===== src/shared/udwcs_pkg.sv =====
// Purpose: Constants and types for the wiper step host controller
// Assumes: 100 MHz clock, period 10 ns
// Notes: Pin timings are least times, rounded up to whole cycles
package udwcs_pkg;
    localparam int unsigned CLK_PERIOD_NS = 10;
    localparam int unsigned TAP_COUNT = 100;
    localparam logic [6:0] TAP_MAX = 7'h63;
    // Pin timing minima in their own units
    localparam int unsigned SEL_SETUP_NS = 50;
    localparam int unsigned DIR_HOLD_NS = 100;
    localparam int unsigned DIR_SETUP_US = 1;
    localparam int unsigned STEP_LOW_NS = 960;
    localparam int unsigned STEP_HIGH_NS = 960;
    localparam int unsigned STEP_TO_DESEL_US = 1;
    localparam int unsigned NOSAVE_DESELECT_NS = 100;
    localparam int unsigned SAVE_DESELECT_MS = 10;
    localparam int unsigned POWERUP_US = 5;
    function automatic int unsigned ns_cycles(input int unsigned ns);
        int unsigned c;
        c = (ns + CLK_PERIOD_NS - 1) / CLK_PERIOD_NS;
        return (c < 1) ? 1 : c;
    endfunction
    localparam int unsigned SEL_SETUP_CYC = ns_cycles(SEL_SETUP_NS);
    localparam int unsigned DIR_HOLD_CYC = ns_cycles(DIR_HOLD_NS);
    localparam int unsigned DIR_SETUP_CYC = ns_cycles(DIR_SETUP_US * 1000);
    localparam int unsigned STEP_LOW_CYC = ns_cycles(STEP_LOW_NS);
    localparam int unsigned STEP_HIGH_CYC = ns_cycles(STEP_HIGH_NS);
    localparam int unsigned STEP_TO_DESEL_CYC = ns_cycles(STEP_TO_DESEL_US * 1000);
    localparam int unsigned NOSAVE_DESELECT_CYC = ns_cycles(NOSAVE_DESELECT_NS);
    localparam int unsigned SAVE_DESELECT_CYC = ns_cycles(SAVE_DESELECT_MS * 1000000);
    localparam int unsigned POWERUP_CYC = ns_cycles(POWERUP_US * 1000);
    localparam int unsigned CNT_W = 20;
    // Request from user logic
    typedef struct packed {
        logic       up;
        logic [6:0] steps;
        logic       save;
    } udwcs_req_t;
    // Pins toward the device
    typedef struct packed {
        logic select_n;
        logic step_n;
        logic up_dn;
    } udwcs_pins_t;
    typedef enum logic [2:0] {
        ST_WAKE   = 3'b000,
        ST_IDLE   = 3'b001,
        ST_SETUP  = 3'b010,
        ST_LOW    = 3'b011,
        ST_HIGH   = 3'b100,
        ST_PRE    = 3'b101,
        ST_DESEL  = 3'b110,
        ST_GUARD  = 3'b111
    } udwcs_state_t;
endpackage


===== src/hw/udwcs_host.sv =====
// Purpose: Host controller driving select, step and direction of a stepped wiper device
// Assumes: Single 100 MHz clock, synchronous active high reset
// Notes: Tracks the wiper position as a saturating model of the device counter
//
// How it works
// - After save deselect, host holds select high at least 10 ms
// - After plain deselect, host holds select high at least 100 ns
// - Host waits 100 ns after step rises before changing direction, except after a no-save release, where 10 ns can pass
// - Host waits 1 us from step inactive to releasing select
// - Host holds select and step high from reset until the first frame drives them low
// - Releasing select with step low deselects without a save
module udwcs_host (
    input wire logic clk,
    input wire logic rst,
    input wire logic req_valid,
    input wire udwcs_pkg::udwcs_req_t req,
    input wire logic [6:0] start_pos,
    input wire logic start_load,
    output logic req_ready,
    output logic busy,
    output logic [6:0] pos,
    output udwcs_pkg::udwcs_pins_t pins
);
    import udwcs_pkg::*;

    udwcs_state_t state_reg;
    logic [CNT_W-1:0] cnt_reg;
    logic [6:0] left_reg;
    logic save_reg;
    logic up_reg;

    function automatic logic [CNT_W-1:0] cyc(input int unsigned n);
        return CNT_W'(n - 1);
    endfunction

    // Release and guard cycles in which a no-save frame leaves step where it is
    function automatic logic tail_hold(input udwcs_state_t s, input logic [CNT_W-1:0] c);
        return s == ST_PRE || s == ST_DESEL || (s == ST_GUARD && c != '0);
    endfunction

    // Cycle in which the sequence hands control back to the user
    function automatic logic is_done(input udwcs_state_t s, input logic [CNT_W-1:0] c,
        input logic v);
        return (s == ST_GUARD && c == '0) || (s == ST_IDLE && !v) ||
            (s == ST_WAKE && c == '0);
    endfunction

    // ------------------------------------------------------------
    // Sequencer
    // ------------------------------------------------------------
    always_ff @(posedge clk) begin
        if (rst) begin
            state_reg <= ST_WAKE;
            cnt_reg <= cyc(POWERUP_CYC);
            left_reg <= 7'h00;
            save_reg <= 1'b0;
            up_reg <= 1'b0;
        end else begin
            case (state_reg)
                // Let the device recall its stored tap before any command
                ST_WAKE: begin
                    if (cnt_reg == '0) begin
                        state_reg <= ST_IDLE;
                    end else begin
                        cnt_reg <= cnt_reg - 1'b1;
                    end
                end
                ST_IDLE: begin
                    if (req_valid) begin
                        up_reg <= req.up;
                        left_reg <= req.steps;
                        save_reg <= req.save;
                        if (req.steps == 7'h00 && !req.save) begin
                            // Selecting would cost either a step or a save, so stay out
                            cnt_reg <= cyc(NOSAVE_DESELECT_CYC);
                            state_reg <= ST_GUARD;
                        end else begin
                            cnt_reg <= cyc(DIR_SETUP_CYC > SEL_SETUP_CYC ?
                                DIR_SETUP_CYC : SEL_SETUP_CYC);
                            state_reg <= ST_SETUP;
                        end
                    end
                end
                ST_SETUP: begin
                    if (cnt_reg != '0) begin
                        cnt_reg <= cnt_reg - 1'b1;
                    end else if (left_reg == 7'h00) begin
                        // Save with no steps: select, then release with step high
                        cnt_reg <= cyc(STEP_TO_DESEL_CYC);
                        state_reg <= ST_PRE;
                    end else begin
                        cnt_reg <= cyc(STEP_LOW_CYC);
                        state_reg <= ST_LOW;
                    end
                end
                ST_LOW: begin
                    if (cnt_reg != '0) begin
                        cnt_reg <= cnt_reg - 1'b1;
                    end else if (left_reg == 7'h01 && !save_reg) begin
                        // Last step of a no-save frame: step stays low through the release
                        left_reg <= 7'h00;
                        cnt_reg <= cyc(STEP_TO_DESEL_CYC);
                        state_reg <= ST_PRE;
                    end else begin
                        left_reg <= left_reg - 1'b1;
                        cnt_reg <= cyc(STEP_HIGH_CYC > DIR_HOLD_CYC ?
                            STEP_HIGH_CYC : DIR_HOLD_CYC);
                        state_reg <= ST_HIGH;
                    end
                end
                ST_HIGH: begin
                    if (cnt_reg != '0) begin
                        cnt_reg <= cnt_reg - 1'b1;
                    end else if (left_reg != 7'h00) begin
                        cnt_reg <= cyc(STEP_LOW_CYC);
                        state_reg <= ST_LOW;
                    end else begin
                        // Step is already inactive; keep select for the release gap
                        cnt_reg <= cyc(STEP_TO_DESEL_CYC);
                        state_reg <= ST_PRE;
                    end
                end
                ST_PRE: begin
                    if (cnt_reg != '0) begin
                        cnt_reg <= cnt_reg - 1'b1;
                    end else begin
                        state_reg <= ST_DESEL;
                    end
                end
                ST_DESEL: begin
                    // Guard length depends on whether this release stored the tap
                    cnt_reg <= save_reg ? cyc(SAVE_DESELECT_CYC) :
                        cyc(NOSAVE_DESELECT_CYC);
                    state_reg <= ST_GUARD;
                end
                ST_GUARD: begin
                    // A reset here cuts the save guard short while the device may be writing
                    if (cnt_reg != '0) begin
                        cnt_reg <= cnt_reg - 1'b1;
                    end else begin
                        state_reg <= ST_IDLE;
                    end
                end
                default: begin
                    state_reg <= ST_IDLE;
                end
            endcase
        end
    end

    // ------------------------------------------------------------
    // Pins toward the device
    // ------------------------------------------------------------
    always_ff @(posedge clk) begin
        if (rst) begin
            // Idle levels from reset on, so no stray step or save reaches the device
            pins.select_n <= 1'b1;
            pins.step_n <= 1'b1;
            pins.up_dn <= 1'b0;
        end else begin
            // Select low only between setup and release, so no step fall lands deselected
            pins.select_n <= !(state_reg == ST_SETUP || state_reg == ST_LOW ||
                state_reg == ST_HIGH || state_reg == ST_PRE);
            if (state_reg == ST_IDLE && req_valid) begin
                pins.up_dn <= req.up;
            end
            // Save: step high at deselect. No save: the last step's low is held
            // across the release, since a fall inside the frame would add a step.
            if (state_reg == ST_LOW) begin
                pins.step_n <= 1'b0;
            end else if (!save_reg && tail_hold(state_reg, cnt_reg)) begin
                pins.step_n <= pins.step_n;
            end else begin
                pins.step_n <= 1'b1;
            end
        end
    end

    // ------------------------------------------------------------
    // Position model
    // ------------------------------------------------------------
    // The device cannot be read back, so pos is only a model of its counter;
    // the user preloads it when the recalled tap is known.
    always_ff @(posedge clk) begin
        if (rst) begin
            pos <= 7'h00;
        end else if (start_load && state_reg != ST_LOW) begin
            pos <= (start_pos > TAP_MAX) ? TAP_MAX : start_pos;
        end else if (state_reg == ST_LOW && cnt_reg == cyc(STEP_LOW_CYC)) begin
            if (up_reg && pos != TAP_MAX) begin
                pos <= pos + 7'h01;
            end else if (!up_reg && pos != 7'h00) begin
                pos <= pos - 7'h01;
            end
        end
    end

    // ------------------------------------------------------------
    // Handshake
    // ------------------------------------------------------------
    // Busy has a flop of its own so that both outputs come straight from registers
    always_ff @(posedge clk) begin
        if (rst) begin
            req_ready <= 1'b0;
            busy <= 1'b1;
        end else begin
            req_ready <= is_done(state_reg, cnt_reg, req_valid);
            busy <= !is_done(state_reg, cnt_reg, req_valid);
        end
    end
endmodule


===== config.mk =====
export PLATFORM = sky130hd
export DESIGN_NAME = udwcs_host
export DESIGN_NICKNAME = d
export VERILOG_FILES = /design/src/shared/udwcs_pkg.sv /design/src/hw/udwcs_host.sv
export SDC_FILE = /design/constraint.sdc
export NUM_CORES = 1
export LEC_CHECK = 0
export ABC_AREA = 1
export BUFFER_PORTS_ARGS = -buffer_cell sky130_fd_sc_hd__buf_2
export CAP_MARGIN = 10
export CORE_AREA = 2 2 61 92
export CTS_CLUSTER_SIZE = 14
export DETAILED_ROUTE_END_ITERATION = 6
export DIE_AREA = 0 0 63 94
export PLACE_DENSITY_LB_ADDON = 0.15
export SYNTH_ARGS = -nofsm -noshare
export SYNTH_HDL_FRONTEND = slang
export SYNTH_SLANG_ARGS = --single-unit

===== constraint.sdc =====
create_clock -name clk -period 5.67 [get_ports clk]
set_clock_uncertainty 0.1 [all_clocks]
set_input_delay 1.134 -clock clk [delete_from_list [all_inputs] [get_ports clk]]
set_output_delay 1.134 -clock clk [all_outputs]
set_load 0.02 [all_outputs]

==> results.tsv, run 1 <==
stage	metric	value	unit
logic_synthesis	synth-edff-count	0	
cts	holdBufCountCts	0	
placed_design	gp_congestion	0.882	
worst_hold_path	hold_depth	2	
finish	multi_input_area	1830	sq um
drt	wl	7180	microns
logic_synthesis	synth_fp_nets	485	
cts	h-tree-depth	2	
timing	timing.final.crit_share	41.8	%
cts	clk_path_buf_depth	2	
critical_path	critPathCaptureType	flip-flop	
logic_synthesis	yosysSeqAreaShare	29.1	%
job	cap_violations	0	
power	power_frac_clock	32.5	%
finish	num-nets-final	516	
die	fp.dieH	94	microns
logic_synthesis	ys.flop_type	dfxtp_1	
finish	fillCellCount	514	
finish	diodes	0	
global_route	grt_max_degree	26	
cts	ctsResizeCount	0	
global_route	grt_pass1_vias	2890	
critical_path	rr_worst_depth	11	
die	core_region_area	5080	sq um
timing	hold-worst-slack	0.404	ns
die	io_pins	32	
finish	seq_area	861	sq um
timing	worst_slew_pin_slew	0.762	ns
drt	firstDrtPassIters	5	
global_route	gr-usage-all-layers	25.2	%
drt	drcViolationCount	0	
power	power_switching_share	28.0	%
timing	setup_viol	0	
die	fp.dieArea	5920	sq um
critical_path	path_max_fanout	8	
drt	drt_iter0_markers	139	
finish	layout_commonest_cell	nand2_1	
run_status	status	completed	
cts	cts_root_buffer	clkbuf_8	
finish	drive_above_1_share	12.1	%
global_route	grt-ovfl-total	0	
global_route	grt_pass1_wl	12100	microns
drt	viasPerCell	5.48	
drt	ant_nets	0	
power	p_sw	166	uW
timing	fmax	422	MHz
timing	finalHoldViolCount	0	
die	die_w	63	microns
logic_synthesis	synthCells	455	
drt	wire_per_inst	12.9	microns
power	leakage	0.00152	uW
timing	finalSetupTns	0	ns
power	p_seq_share	53.5	%
logic_synthesis	synth_warnings	0	
critical_path	cp_data_required_time	5.80	ns
cts	cts.clk_slew.worst_paths	0.08	ns
worst_hold_path	holdCritPathClass	flip-flop to flip-flop	
critical_path	start_kind	flip-flop	
critical_path	critPathKind	flip-flop to flip-flop	
power	power_per_cell_area	184	nW/um^2
cts	cts_tree	yes	
logic_synthesis	synth-seq-cells	43	
placed_design	hpwl	5460	microns
logic_synthesis	synth.distinct_cells	39	
cts	cts_made_buffers	5	
cts	clk-insertion-delay-late	0.30	ns
die	start_util	58.1	%
timing	rsz0062_at_grt	false	
logic_synthesis	async_flop_share	0	%
finish	largest_reg_flops	20	
placed_design	io_buffer_count	31	
power	intPower	429	uW
timing	relSlewSlack	49.1	%
timing	finalCriticalPeriod	2.37	ns
cts	postCtsSetupBuffers	0	
power	combPwrFrac	14.0	%
die	rows	32	
timing	drv_slew	0	
critical_path	arrival	2.50	ns
finish	final_cell_mix	nand2_1, nor2_1, inv_1	
power	vdd_ir_drop_max	0.119	mV
logic_synthesis	avgSynthCellArea	6.50	sq um
finish	syn_to_final_growth	9.18	%
drt	vias	3042	
logic_synthesis	syn-cell-area	2960	sq um
global_route	antenna_found_initial	0	
cts	cts_sinks	43	
stage by stage:
stage	worst slack [ns]	cells	utilization (%)	power (uW)	instance area (sq um)
finish	3.30	555	63.5	595	3230
global route	3.03	555	63.5	621	3230
CTS	3.31	555	63.5	598	3230
detailed placement	3.14	547	61.9	408	3150
global placement	3.19	547	61.9	407	3150
floorplan	3.56	455	-	382	2960
per-layer routing:
metal  up-vias  wire, microns  share of wire [%]  GRT usage (%)
met3        19            289                4.0           3.84
li1       1550              -                  -              -
met1      1382           2970                 41           27.2
met4         0            169                2.4           11.1
met5         -              0                  0              0
met2        91           3750                 52           47.6
area by class of cell:
| cell class | instances | area share [%] |
|---|---|---|
| Timing Repair Buffer | 31 | 4.81 |
| Tap cell | 68 | 2.64 |
| Multi-Input combinational cell | 348 | 56.7 |
| Clock inverter | 1 | 0.155 |
| Inverter | 57 | 6.63 |
| Clock buffer | 7 | 2.36 |
| Sequential cell | 43 | 26.7 |
cells in the mapped netlist (2+ instances only):
library cell | n | area (sq um)
ha_1 | 9 | 113
inv_2 | 2 | 7.51
nor2_1 | 70 | 263
o22ai_1 | 2 | 12.5
nor3_1 | 11 | 55.1
nand4_1 | 10 | 62.6
o21ai_1 | 5 | 25.0
nand2_1 | 98 | 368
clkbuf_1 | 2 | 7.51
nand2_2 | 5 | 31.3
nand2_4 | 3 | 33.8
inv_1 | 55 | 206
o211ai_1 | 7 | 52.6
nand3b_1 | 3 | 22.5
a22oi_1 | 3 | 22.5
or2_2 | 2 | 12.5
xnor2_1 | 6 | 52.6
a31oi_1 | 5 | 31.3
buf_4 | 2 | 15.0
dfxtp_1 | 43 | 861
a21oi_1 | 34 | 170
o21ai_0 | 26 | 130
nor2_4 | 3 | 33.8
a211oi_1 | 2 | 15.0
nand3_1 | 18 | 90.1
xor2_1 | 13 | 114
nor2_2 | 3 | 18.8
buf_6 | 2 | 22.5
critical path, cell delays in order (launching register included):
cell and delay, ns:
dfxtp_1 0.53, nand2_1 0.08, nor3_1 0.14, nand2_1 0.07
nand2_1 0.27, ha_1 0.36, nand2_1 0.08, nand2_1 0.06
a31oi_1 0.17, xor2_1 0.22, nand2_1 0.09, a21oi_1 0.13
power groups by stage:
stage	Sequential, uW	Clock, uW	Combinational (uW)
2_1_floorplan	328	0	54.6
3_3_place_gp	326	0	81.2
3_5_place_dp	325	0	82.7
4_1_cts	318	196	83.1
5_1_grt	320	207	94.1
6_report	319	193	83.1
path summary, 6_finish.rpt:
check                           start             endpoint  slack [ns]
setup / recovery  pos[0]$_SDFFE_PP0P_  pos[3]$_SDFFE_PP0P_        3.30
hold / removal    up_reg$_SDFFE_PP0P_  up_reg$_SDFFE_PP0P_        0.40
setup reg to reg  pos[0]$_SDFFE_PP0P_  pos[3]$_SDFFE_PP0P_        3.30
hold reg to reg   up_reg$_SDFFE_PP0P_  up_reg$_SDFFE_PP0P_        0.40
kinds of logic after synthesis:
group / count (synthesis) / share of synthesized area [%]
AO/OA/AOI/OAI: 87 / 16.3
XOR/XNOR: 19 / 5.63
AND/OR/NAND/NOR: 232 / 35.5
adder cells (fa/ha/maj): 10 / 4.49
flip-flops: 43 / 29.1
buffers and inverters: 64 / 8.93
Power figures use the tool's default switching activity.
==> run 2: changes to the inputs <==
--- a/config.mk
+++ b/config.mk
@@ -5,13 +5,13 @@
 export SDC_FILE = /design/constraint.sdc
 export NUM_CORES = 1
 export LEC_CHECK = 0
-export ABC_AREA = 1
+export ABC_AREA = 0
 export BUFFER_PORTS_ARGS = -buffer_cell sky130_fd_sc_hd__buf_2
 export CAP_MARGIN = 10
-export CORE_AREA = 2 2 61 92
+export CORE_AREA = 2 2 63 95
 export CTS_CLUSTER_SIZE = 14
 export DETAILED_ROUTE_END_ITERATION = 6
-export DIE_AREA = 0 0 63 94
+export DIE_AREA = 0 0 65 97
 export PLACE_DENSITY_LB_ADDON = 0.15
 export SYNTH_ARGS = -nofsm -noshare
 export SYNTH_HDL_FRONTEND = slang
==> constraint.sdc (replaced) <==
create_clock -name clk -period 2.1 [get_ports clk]
set_clock_uncertainty 0.1 [all_clocks]
set_input_delay 0.42 -clock clk [delete_from_list [all_inputs] [get_ports clk]]
set_output_delay 0.42 -clock clk [all_outputs]
set_load 0.02 [all_outputs]
==> run 2 against run 1 <==
  * The run now ends with setup timing left
  * Synthesized cell count decreased by 20%
  * Wire length increased by 39%
  * Setup slack got worse by 3.6 ns
  * Synthesized area decreased by 3.6%
  * Clock power increased to 4.1 times the previous value
  * Global-route usage increased by 5.7 points
  * Die area increased by 6.5%
  * Via count increased by 13%
  * Register-to-register slack got worse by 3.6 ns
  * Largest power group unchanged
==> results.tsv, run 2 <==
stage	metric	value	unit	change
power	total_power	2260	uW	+280%
timing	finalSetupTns	-6.98	ns	-6.98 ns
die	start_util	52.7	%	-5.4 points
power	p_sw	650	uW	+290%
timing	drv_slew	0		unchanged
drt	ant_nets	0		unchanged
run_status	violations	setup timing		
job	cap_violations	0		unchanged
finish	syn_to_final_growth	50.2	%	
die	rows	33		+3.1%
cts	clk_path_buf_depth	2		unchanged
finish	drive_above_1_share	42.0	%	+30 points
worst_hold_path	holdCritPathClass	input pin to flip-flop		
critical_path	cp_common_cell	buf_6		
drt	firstDrtPassIters	5		unchanged
global_route	grt-ovfl-total	0		unchanged
logic_synthesis	yosys.area_share.simple	25.7	%	-9.8 points
global_route	antenna_found_initial	0		unchanged
global_route	gr-usage-all-layers	30.9	%	+5.7 points
critical_path	cp_data_required_time	2.18	ns	-3.62 ns
finish	layout_commonest_cell	buf_4		
finish	final_core_util	79.2	%	+16 points
critical_path	critPathSlowestCell	or3b_4		
logic_synthesis	yosys.area.top_type_share	30.2	%	+1.1 points
logic_synthesis	yosysMostFrequentCell	dfxtp_1		
finish	num-nets-final	510		-1.2%
drt	wl	9960	microns	+39%
critical_path	max_stage_delay	0.37	ns	-0.16 ns
placed_design	io_buffer_count	31		unchanged
logic_synthesis	ys.flop_type	dfxtp_1		
worst_hold_path	worstHoldStart	req[8]		
drt	drt_iter0_markers	294		+110%
power	combPwrFrac	25.9	%	+12 points
power	vdd_ir_drop_max	0.411	mV	+250%
die	fp.dieArea	6310	sq um	+6.5%
logic_synthesis	synth.distinct_cells	62		+59%
timing	timing.final.crit_share	114	%	+72 points
critical_path	crit_start	cnt_reg[0]$_SDFFE_PP1P_		
timing	rsz0062_at_grt	true		
logic_synthesis	synth-adder-area-share	4.65	%	+0.17 points
power	leakage	0.00175	uW	+15%
cts	h-tree-depth	2		unchanged
critical_path	critPathCaptureType	flip-flop		
die	die_w	65	microns	+3.2%
drt	wire_per_inst	18.1	microns	+40%
logic_synthesis	async_flop_share	0	%	unchanged
critical_path	cp_cell_sequence	inv_2 > ha_4 > or3b_4 > or3_4 > buf_6 > o31ai_4 > buf_6 > o21ai_2 > a22oi_1 > nor2_1		
critical_path	critPathKind	flip-flop to flip-flop		
logic_synthesis	synthCells	366		-20%
die	io_pins	32		unchanged
placed_design	gp_congestion	0.908		+3.0%
critical_path	arrival	2.47	ns	-0.03 ns
logic_synthesis	synth_top_family_by_area	compound AO/OA/AOI/OAI gates		
cts	clk-insertion-delay-late	0.30	ns	about the same
critical_path	reg2reg_from	cnt_reg[0]$_SDFFE_PP1P_		
critical_path	ff2ff_setup_slack	-0.30	ns	-3.60 ns
cts	cts_sinks	43		unchanged
cts	cts_tree	yes		
finish	diodes	0		unchanged
drt	drcViolationCount	0		unchanged
timing	fmax	417	MHz	-1.1%
global_route	grt_pass1_vias	3337		+15%
critical_path	path_max_fanout	5		-3
finish	largest_reg_flops	20		unchanged
global_route	grt_pass1_wl	15600	microns	+28%
logic_synthesis	synth_fp_nets	396		-18%
logic_synthesis	synth_warnings	0		unchanged
logic_synthesis	synth-compound-area-share	27.3	%	+11 points
logic_synthesis	synthTopCellsByCount	dfxtp_1, nor2_1, nand2_1, nor3_1		
finish	fillCellCount	356		-31%
cts	cts_made_buffers	5		unchanged
timing	finalCriticalPeriod	2.40	ns	+0.0261 ns
logic_synthesis	yosysSeqAreaShare	30.2	%	+1.1 points
logic_synthesis	syn-cell-area	2850	sq um	-3.6%
timing	setup_viol	36		+36
logic_synthesis	synth-edff-count	0		unchanged
drt	vias	3433		+13%
power	p_seq_share	39.3	%	-14 points
power	intPower	1610	uW	+270%
timing	worst_slew_pin_slew	0.592	ns	-0.169 ns
cts	cts_root_buffer	clkbuf_8		
die	fp.dieH	97	microns	+3.2%
die	core_region_area	5410	sq um	+6.4%
global_route	grt_max_degree	28		+7.7%
logic_synthesis	synth.area.mux_share	1.80	%	+1.8 points
power	power_switching_share	28.8	%	+0.86 points
logic_synthesis	synth_area_leader_cell	dfxtp_1		
timing	setup_slack	-0.297	ns	-3.60 ns
power	power_frac_clock	34.8	%	+2.3 points
power	power_per_cell_area	527	nW/um^2	+190%
logic_synthesis	synth-seq-cells	43		unchanged
logic_synthesis	ys_top_cells_by_area	dfxtp_1, nor2_1, nor3_1		
critical_path	start_kind	flip-flop		
placed_design	hpwl	6570	microns	+20%
drt	viasPerCell	6.23		+14%
timing	finalHoldViolCount	0		unchanged
timing	relSlewSlack	60.5	%	+11 points
run_status	status	finished, violations left		
logic_synthesis	avgSynthCellArea	7.79	sq um	+20%
logic_synthesis	synth-xor-area-share	5.22	%	-0.41 points
cts	cts.clk_slew.worst_paths	0.09	ns	about the same
finish	final_cell_mix	buf_4, nor2_1, dfxtp_1		
## run 2: cell count changes after synthesis, moves of 8 or more
cell / previous run / this run
nor2_1: 70 / 41
a21oi_1: 34 / 23
nand4_1: 10 / 2
inv_1: 55 / 12
nand2_1: 98 / 31
a21o_1: 0 / 8
nor3_1: 11 / 26
clkbuf_1: 2 / 13
xor2_1: 13 / 4
## run 2: cells by family after synthesis
| family | after synthesis |
|---|---|
| and+or+nand+nor | 148 |
| adders and majority gates | 10 |
| AOI/OAI and AO/OA | 110 |
| muxes | 5 |
| xor gates and xnor gates | 17 |
| DFF | 43 |
| buffers and inverters | 33 |
## run 2: path summary, 6_finish.rpt
path                            depth (start not counted)                  endpoint
worst max register to register                         10  left_reg[3]$_SDFFE_PP0P_
worst min-delay path                                    3       up_reg$_SDFFE_PP0P_
worst max-delay path                                   10  left_reg[3]$_SDFFE_PP0P_
worst min register to register                          2  left_reg[6]$_SDFFE_PP0P_
## run 2: timing repair
action | CTS | global route
endpoints found under the hold margin | 0 | 0
hold buffers | 0 | 0
gates cloned | 2 | 0
setup buffers | 9 | 3
setup endpoints to repair | 37 | 38
pin swaps | 27 | 18
gates resized for setup | 55 | 24
## run 2: layout make-up
cell class / count / area, sq um / share of cell area, %
sequential: 43 / 873 / 20.4
clock buffer: 6 / 72.6 / 1.69
tap: 70 / 87.6 / 2.04
timing repair buffer: 127 / 971 / 22.7
inverter: 13 / 48.8 / 1.14
clock inverter: 2 / 60.1 / 1.40
multi-input combinational: 290 / 2170 / 50.7
## run 2: metrics by stage
step / hold slack (ns) / setup slack, ns / instances / cell area, sq um
after global routing: 0.281 / -0.448 / 551 / 4280
after global placement: 0.380 / -0.293 / 531 / 3720
final: 0.262 / -0.297 / 551 / 4280
after CTS: 0.261 / -0.253 / 549 / 4160
after floorplan: 0.366 / -0.279 / 366 / 2950
after detailed placement: 0.392 / -0.342 / 531 / 3720
## run 2: metal layers
| metal | global-route usage [%] | wire length, microns |
|---|---|---|
| met1 | 34.0 | 3690 |
| met2 | 55.3 | 5240 |
| met3 | 4.30 | 516 |
| met4 | 16.5 | 519 |
| met5 | 0 | 0 |
## run 2: power groups by stage
| stage | clock network, uW | registers, uW | logic (uW) |
|---|---|---|---|
| finish | 785 | 886 | 585 |
| floorplan | 0 | 931 | 260 |
| CTS | 787 | 884 | 534 |
| global placement | 0 | 900 | 491 |
| detailed placement | 0 | 901 | 503 |
| global route | 816 | 890 | 623 |
## run 2: critical path, delay by kind of cell (launching register included)
| family | cells | cell delay (ns) |
|---|---|---|
| compound gates | 3 | 0.52 |
| simple gates | 3 | 0.79 |
| flops | 1 | 0.34 |
| fa+ha+maj | 1 | 0.12 |
| buf+inv | 3 | 0.39 |
==> run 3: changes to the inputs <==
==> constraint.sdc (replaced) <==
create_clock -name clk -period 2.2 [get_ports clk]
set_clock_uncertainty 0.1 [all_clocks]
set_input_delay 0.44 -clock clk [delete_from_list [all_inputs] [get_ports clk]]
set_output_delay 0.44 -clock clk [all_outputs]
set_load 0.02 [all_outputs]
==> run 3 against run 2 <==
  * The run still ends with setup timing left
  * Design area rose by 0.29%
  * Sequential share of layout area down 0.089 points
  * Non-clock buffer count fell by 2
  * Setup slack improved by 0.099 ns
  * Sequential power down 4.7%
  * Fmax about the same
  * Clock power decreased by 4.2%
  * Critical path type unchanged
  * Largest cell class unchanged
==> results.tsv, run 3 (synthesis gave the netlist of run 2 again) <==
stage	metric	value	unit	change
timing	drv_slew	0		unchanged
die	io_pins	32		unchanged
finish	seq_area	872	sq um	-0.14%
global_route	grt-ovfl-total	0		unchanged
drt	ant_nets	0		unchanged
timing	relSlewSlack	63.0	%	+2.5 points
run_status	violations	setup timing		
drt	wl	9690	microns	-2.8%
placed_design	io_buffer_count	31		unchanged
die	start_util	52.7	%	unchanged
global_route	gr-usage-all-layers	30.2	%	-0.66 points
drt	drt_iter0_markers	194		-34%
global_route	antenna_found_initial	0		unchanged
die	core_region_area	5410	sq um	unchanged
critical_path	path_max_fanout	2		-3
drt	viasPerCell	6.16		-1.2%
drt	drcViolationCount	0		unchanged
die	fp.dieArea	6310	sq um	unchanged
die	die_w	65	microns	unchanged
finish	syn_to_final_growth	50.6	%	
finish	final_cell_mix	buf_4, dfxtp_1, nor2_1		
timing	finalHoldViolCount	0		unchanged
finish	num-nets-final	508		-0.39%
critical_path	rr_worst_depth	11		+1
job	cap_violations	0		unchanged
worst_hold_path	hold_depth	3		unchanged
finish	finalInstanceArea	4300	sq um	+0.29%
timing	setup_viol	31		-14%
cts	holdBufCountCts	0		unchanged
timing	worst_slew_pin_slew	0.555	ns	-0.0371 ns
critical_path	cp_data_required_time	2.28	ns	+0.10 ns
global_route	grt_pass1_vias	3283		-1.6%
critical_path	critPathKind	flip-flop to flip-flop		
run_status	status	finished, violations left		
power	total_power	2150	uW	-4.6%
global_route	grt_max_degree	27		-3.6%
cts	clk_path_buf_depth	2		unchanged
placed_design	gp_congestion	0.943		+3.8%
global_route	grt_pass1_wl	15300	microns	-1.6%
power	power_per_cell_area	501	nW/um^2	-4.9%
power	leakage	0.00173	uW	-0.80%
worst_hold_path	holdCritPathClass	input pin to flip-flop		
critical_path	critPathCaptureType	flip-flop		
finish	layout_commonest_cell	buf_4		
cts	cts_tree	yes		
critical_path	ff2ff_setup_slack	-0.20	ns	+0.10 ns
die	fp.dieH	97	microns	unchanged
finish	largest_reg_flops	20		unchanged
timing	timing.final.crit_share	109	%	-5.2 points
timing	setup_slack	-0.198	ns	+0.0994 ns
timing	finalCriticalPeriod	2.40	ns	+0.000575 ns
placed_design	place_area	3670	sq um	-1.4%
finish	fillCellCount	340		-4.5%
cts	cts_root_buffer	clkbuf_8		
critical_path	start_kind	flip-flop		
cts	clk-insertion-delay-late	0.31	ns	about the same
power	vdd_ir_drop_max	0.413	mV	+0.38%
timing	rsz0062_at_grt	true		
finish	drive_above_1_share	42.0	%	about the same
worst_hold_path	worstHoldStart	req[8]		
placed_design	hpwl	6240	microns	-5.0%
timing	fmax	417	MHz	about the same
finish	diodes	0		unchanged
critical_path	reg2reg_from	pos[3]$_SDFFE_PP0P_		
cts	cts_sinks	43		unchanged
die	rows	33		unchanged
drt	wire_per_inst	17.6	microns	-2.4%
drt	firstDrtPassIters	6		+1
critical_path	arrival	2.48	ns	about the same
critical_path	r2r-end	pos[4]$_SDFFE_PP0P_		
cts	cts_made_buffers	5		unchanged
cts	h-tree-depth	2		unchanged
drt	vias	3381		-1.5%
finish	multi_input_area	2220	sq um	+2.2%
worst_hold_path	min_to	up_reg$_SDFFE_PP0P_		
cts	cts.clk_slew.worst_paths	0.09	ns	about the same
run 3: per-layer routing:
layer	global-route usage, %	part of all wire [%]	wire [microns]
met4	14.7	4.4	427
met5	0	0	0
met3	3.84	5.0	485
met1	35.5	38	3680
met2	52.7	53	5100
run 3: metrics by stage:
step	setup WS (ns)	hold slack (ns)	std cells	TNS, ns	util, %
after detailed placement	-0.223	0.410	526	-3.06	67.9
after floorplan	-0.179	0.366	366	-2.18	-
after global placement	-0.231	0.386	526	-2.65	67.9
after global routing	-0.310	0.286	549	-5.38	79.4
after CTS	-0.164	0.273	540	-2.11	74.3
final	-0.198	0.271	549	-2.77	79.4
run 3: worst max path at each step:
stage,from,to,cells past startpoint
2_1_floorplan,cnt_reg[0]$_SDFFE_PP1P_,cnt_reg[6]$_SDFFE_PP1P_,10
3_3_place_gp,cnt_reg[1]$_SDFFE_PP1P_,cnt_reg[4]$_SDFFE_PP1P_,10
3_5_place_dp,pos[4]$_SDFFE_PP0P_,pos[5]$_SDFFE_PP0P_,10
4_1_cts,pos[4]$_SDFFE_PP0P_,pos[6]$_SDFFE_PP0P_,10
5_1_grt,pos[3]$_SDFFE_PP0P_,pos[4]$_SDFFE_PP0P_,11
6_report,pos[3]$_SDFFE_PP0P_,pos[4]$_SDFFE_PP0P_,11
run 3: cell type report:
type                            instances  area share (%)
Multi-Input combinational cell        290            51.6
Sequential cell                        43            20.3
Clock buffer                            5            1.60
Clock inverter                          3            1.57
Inverter                               13            1.14
Timing Repair Buffer                  125            21.7
Tap cell                               70            2.04
run 3: repair_timing:
item                       in CTS  in global routing
gates resized for setup        39                 46
setup endpoints to repair      34                 38
pin swaps                      26                 42
buffers inserted                6                  9
gates cloned                    1                  0
run 3: power by group:
part / internal (uW) / total (uW) / switching [uW] / leakage (uW)
Combinational: 270 / 556 / 286 / 0.00132
Sequential: 815 / 844 / 29.0 / 0.000351
Clock: 453 / 752 / 299 / 0.0000644
Total: 1540 / 2150 / 614 / 0.00173
run 3: worst max-delay path: stages, from the launching register on:
cell and delay, ns:
dfxtp_4 0.36, nor3_4 0.20, nand4_1 0.21, o21ai_4 0.22, buf_6 0.13, ha_4 0.20
a21o_1 0.16, a21oi_2 0.18, xnor2_1 0.13, nor2_1 0.05, a311oi_1 0.25, nor3_1 0.08
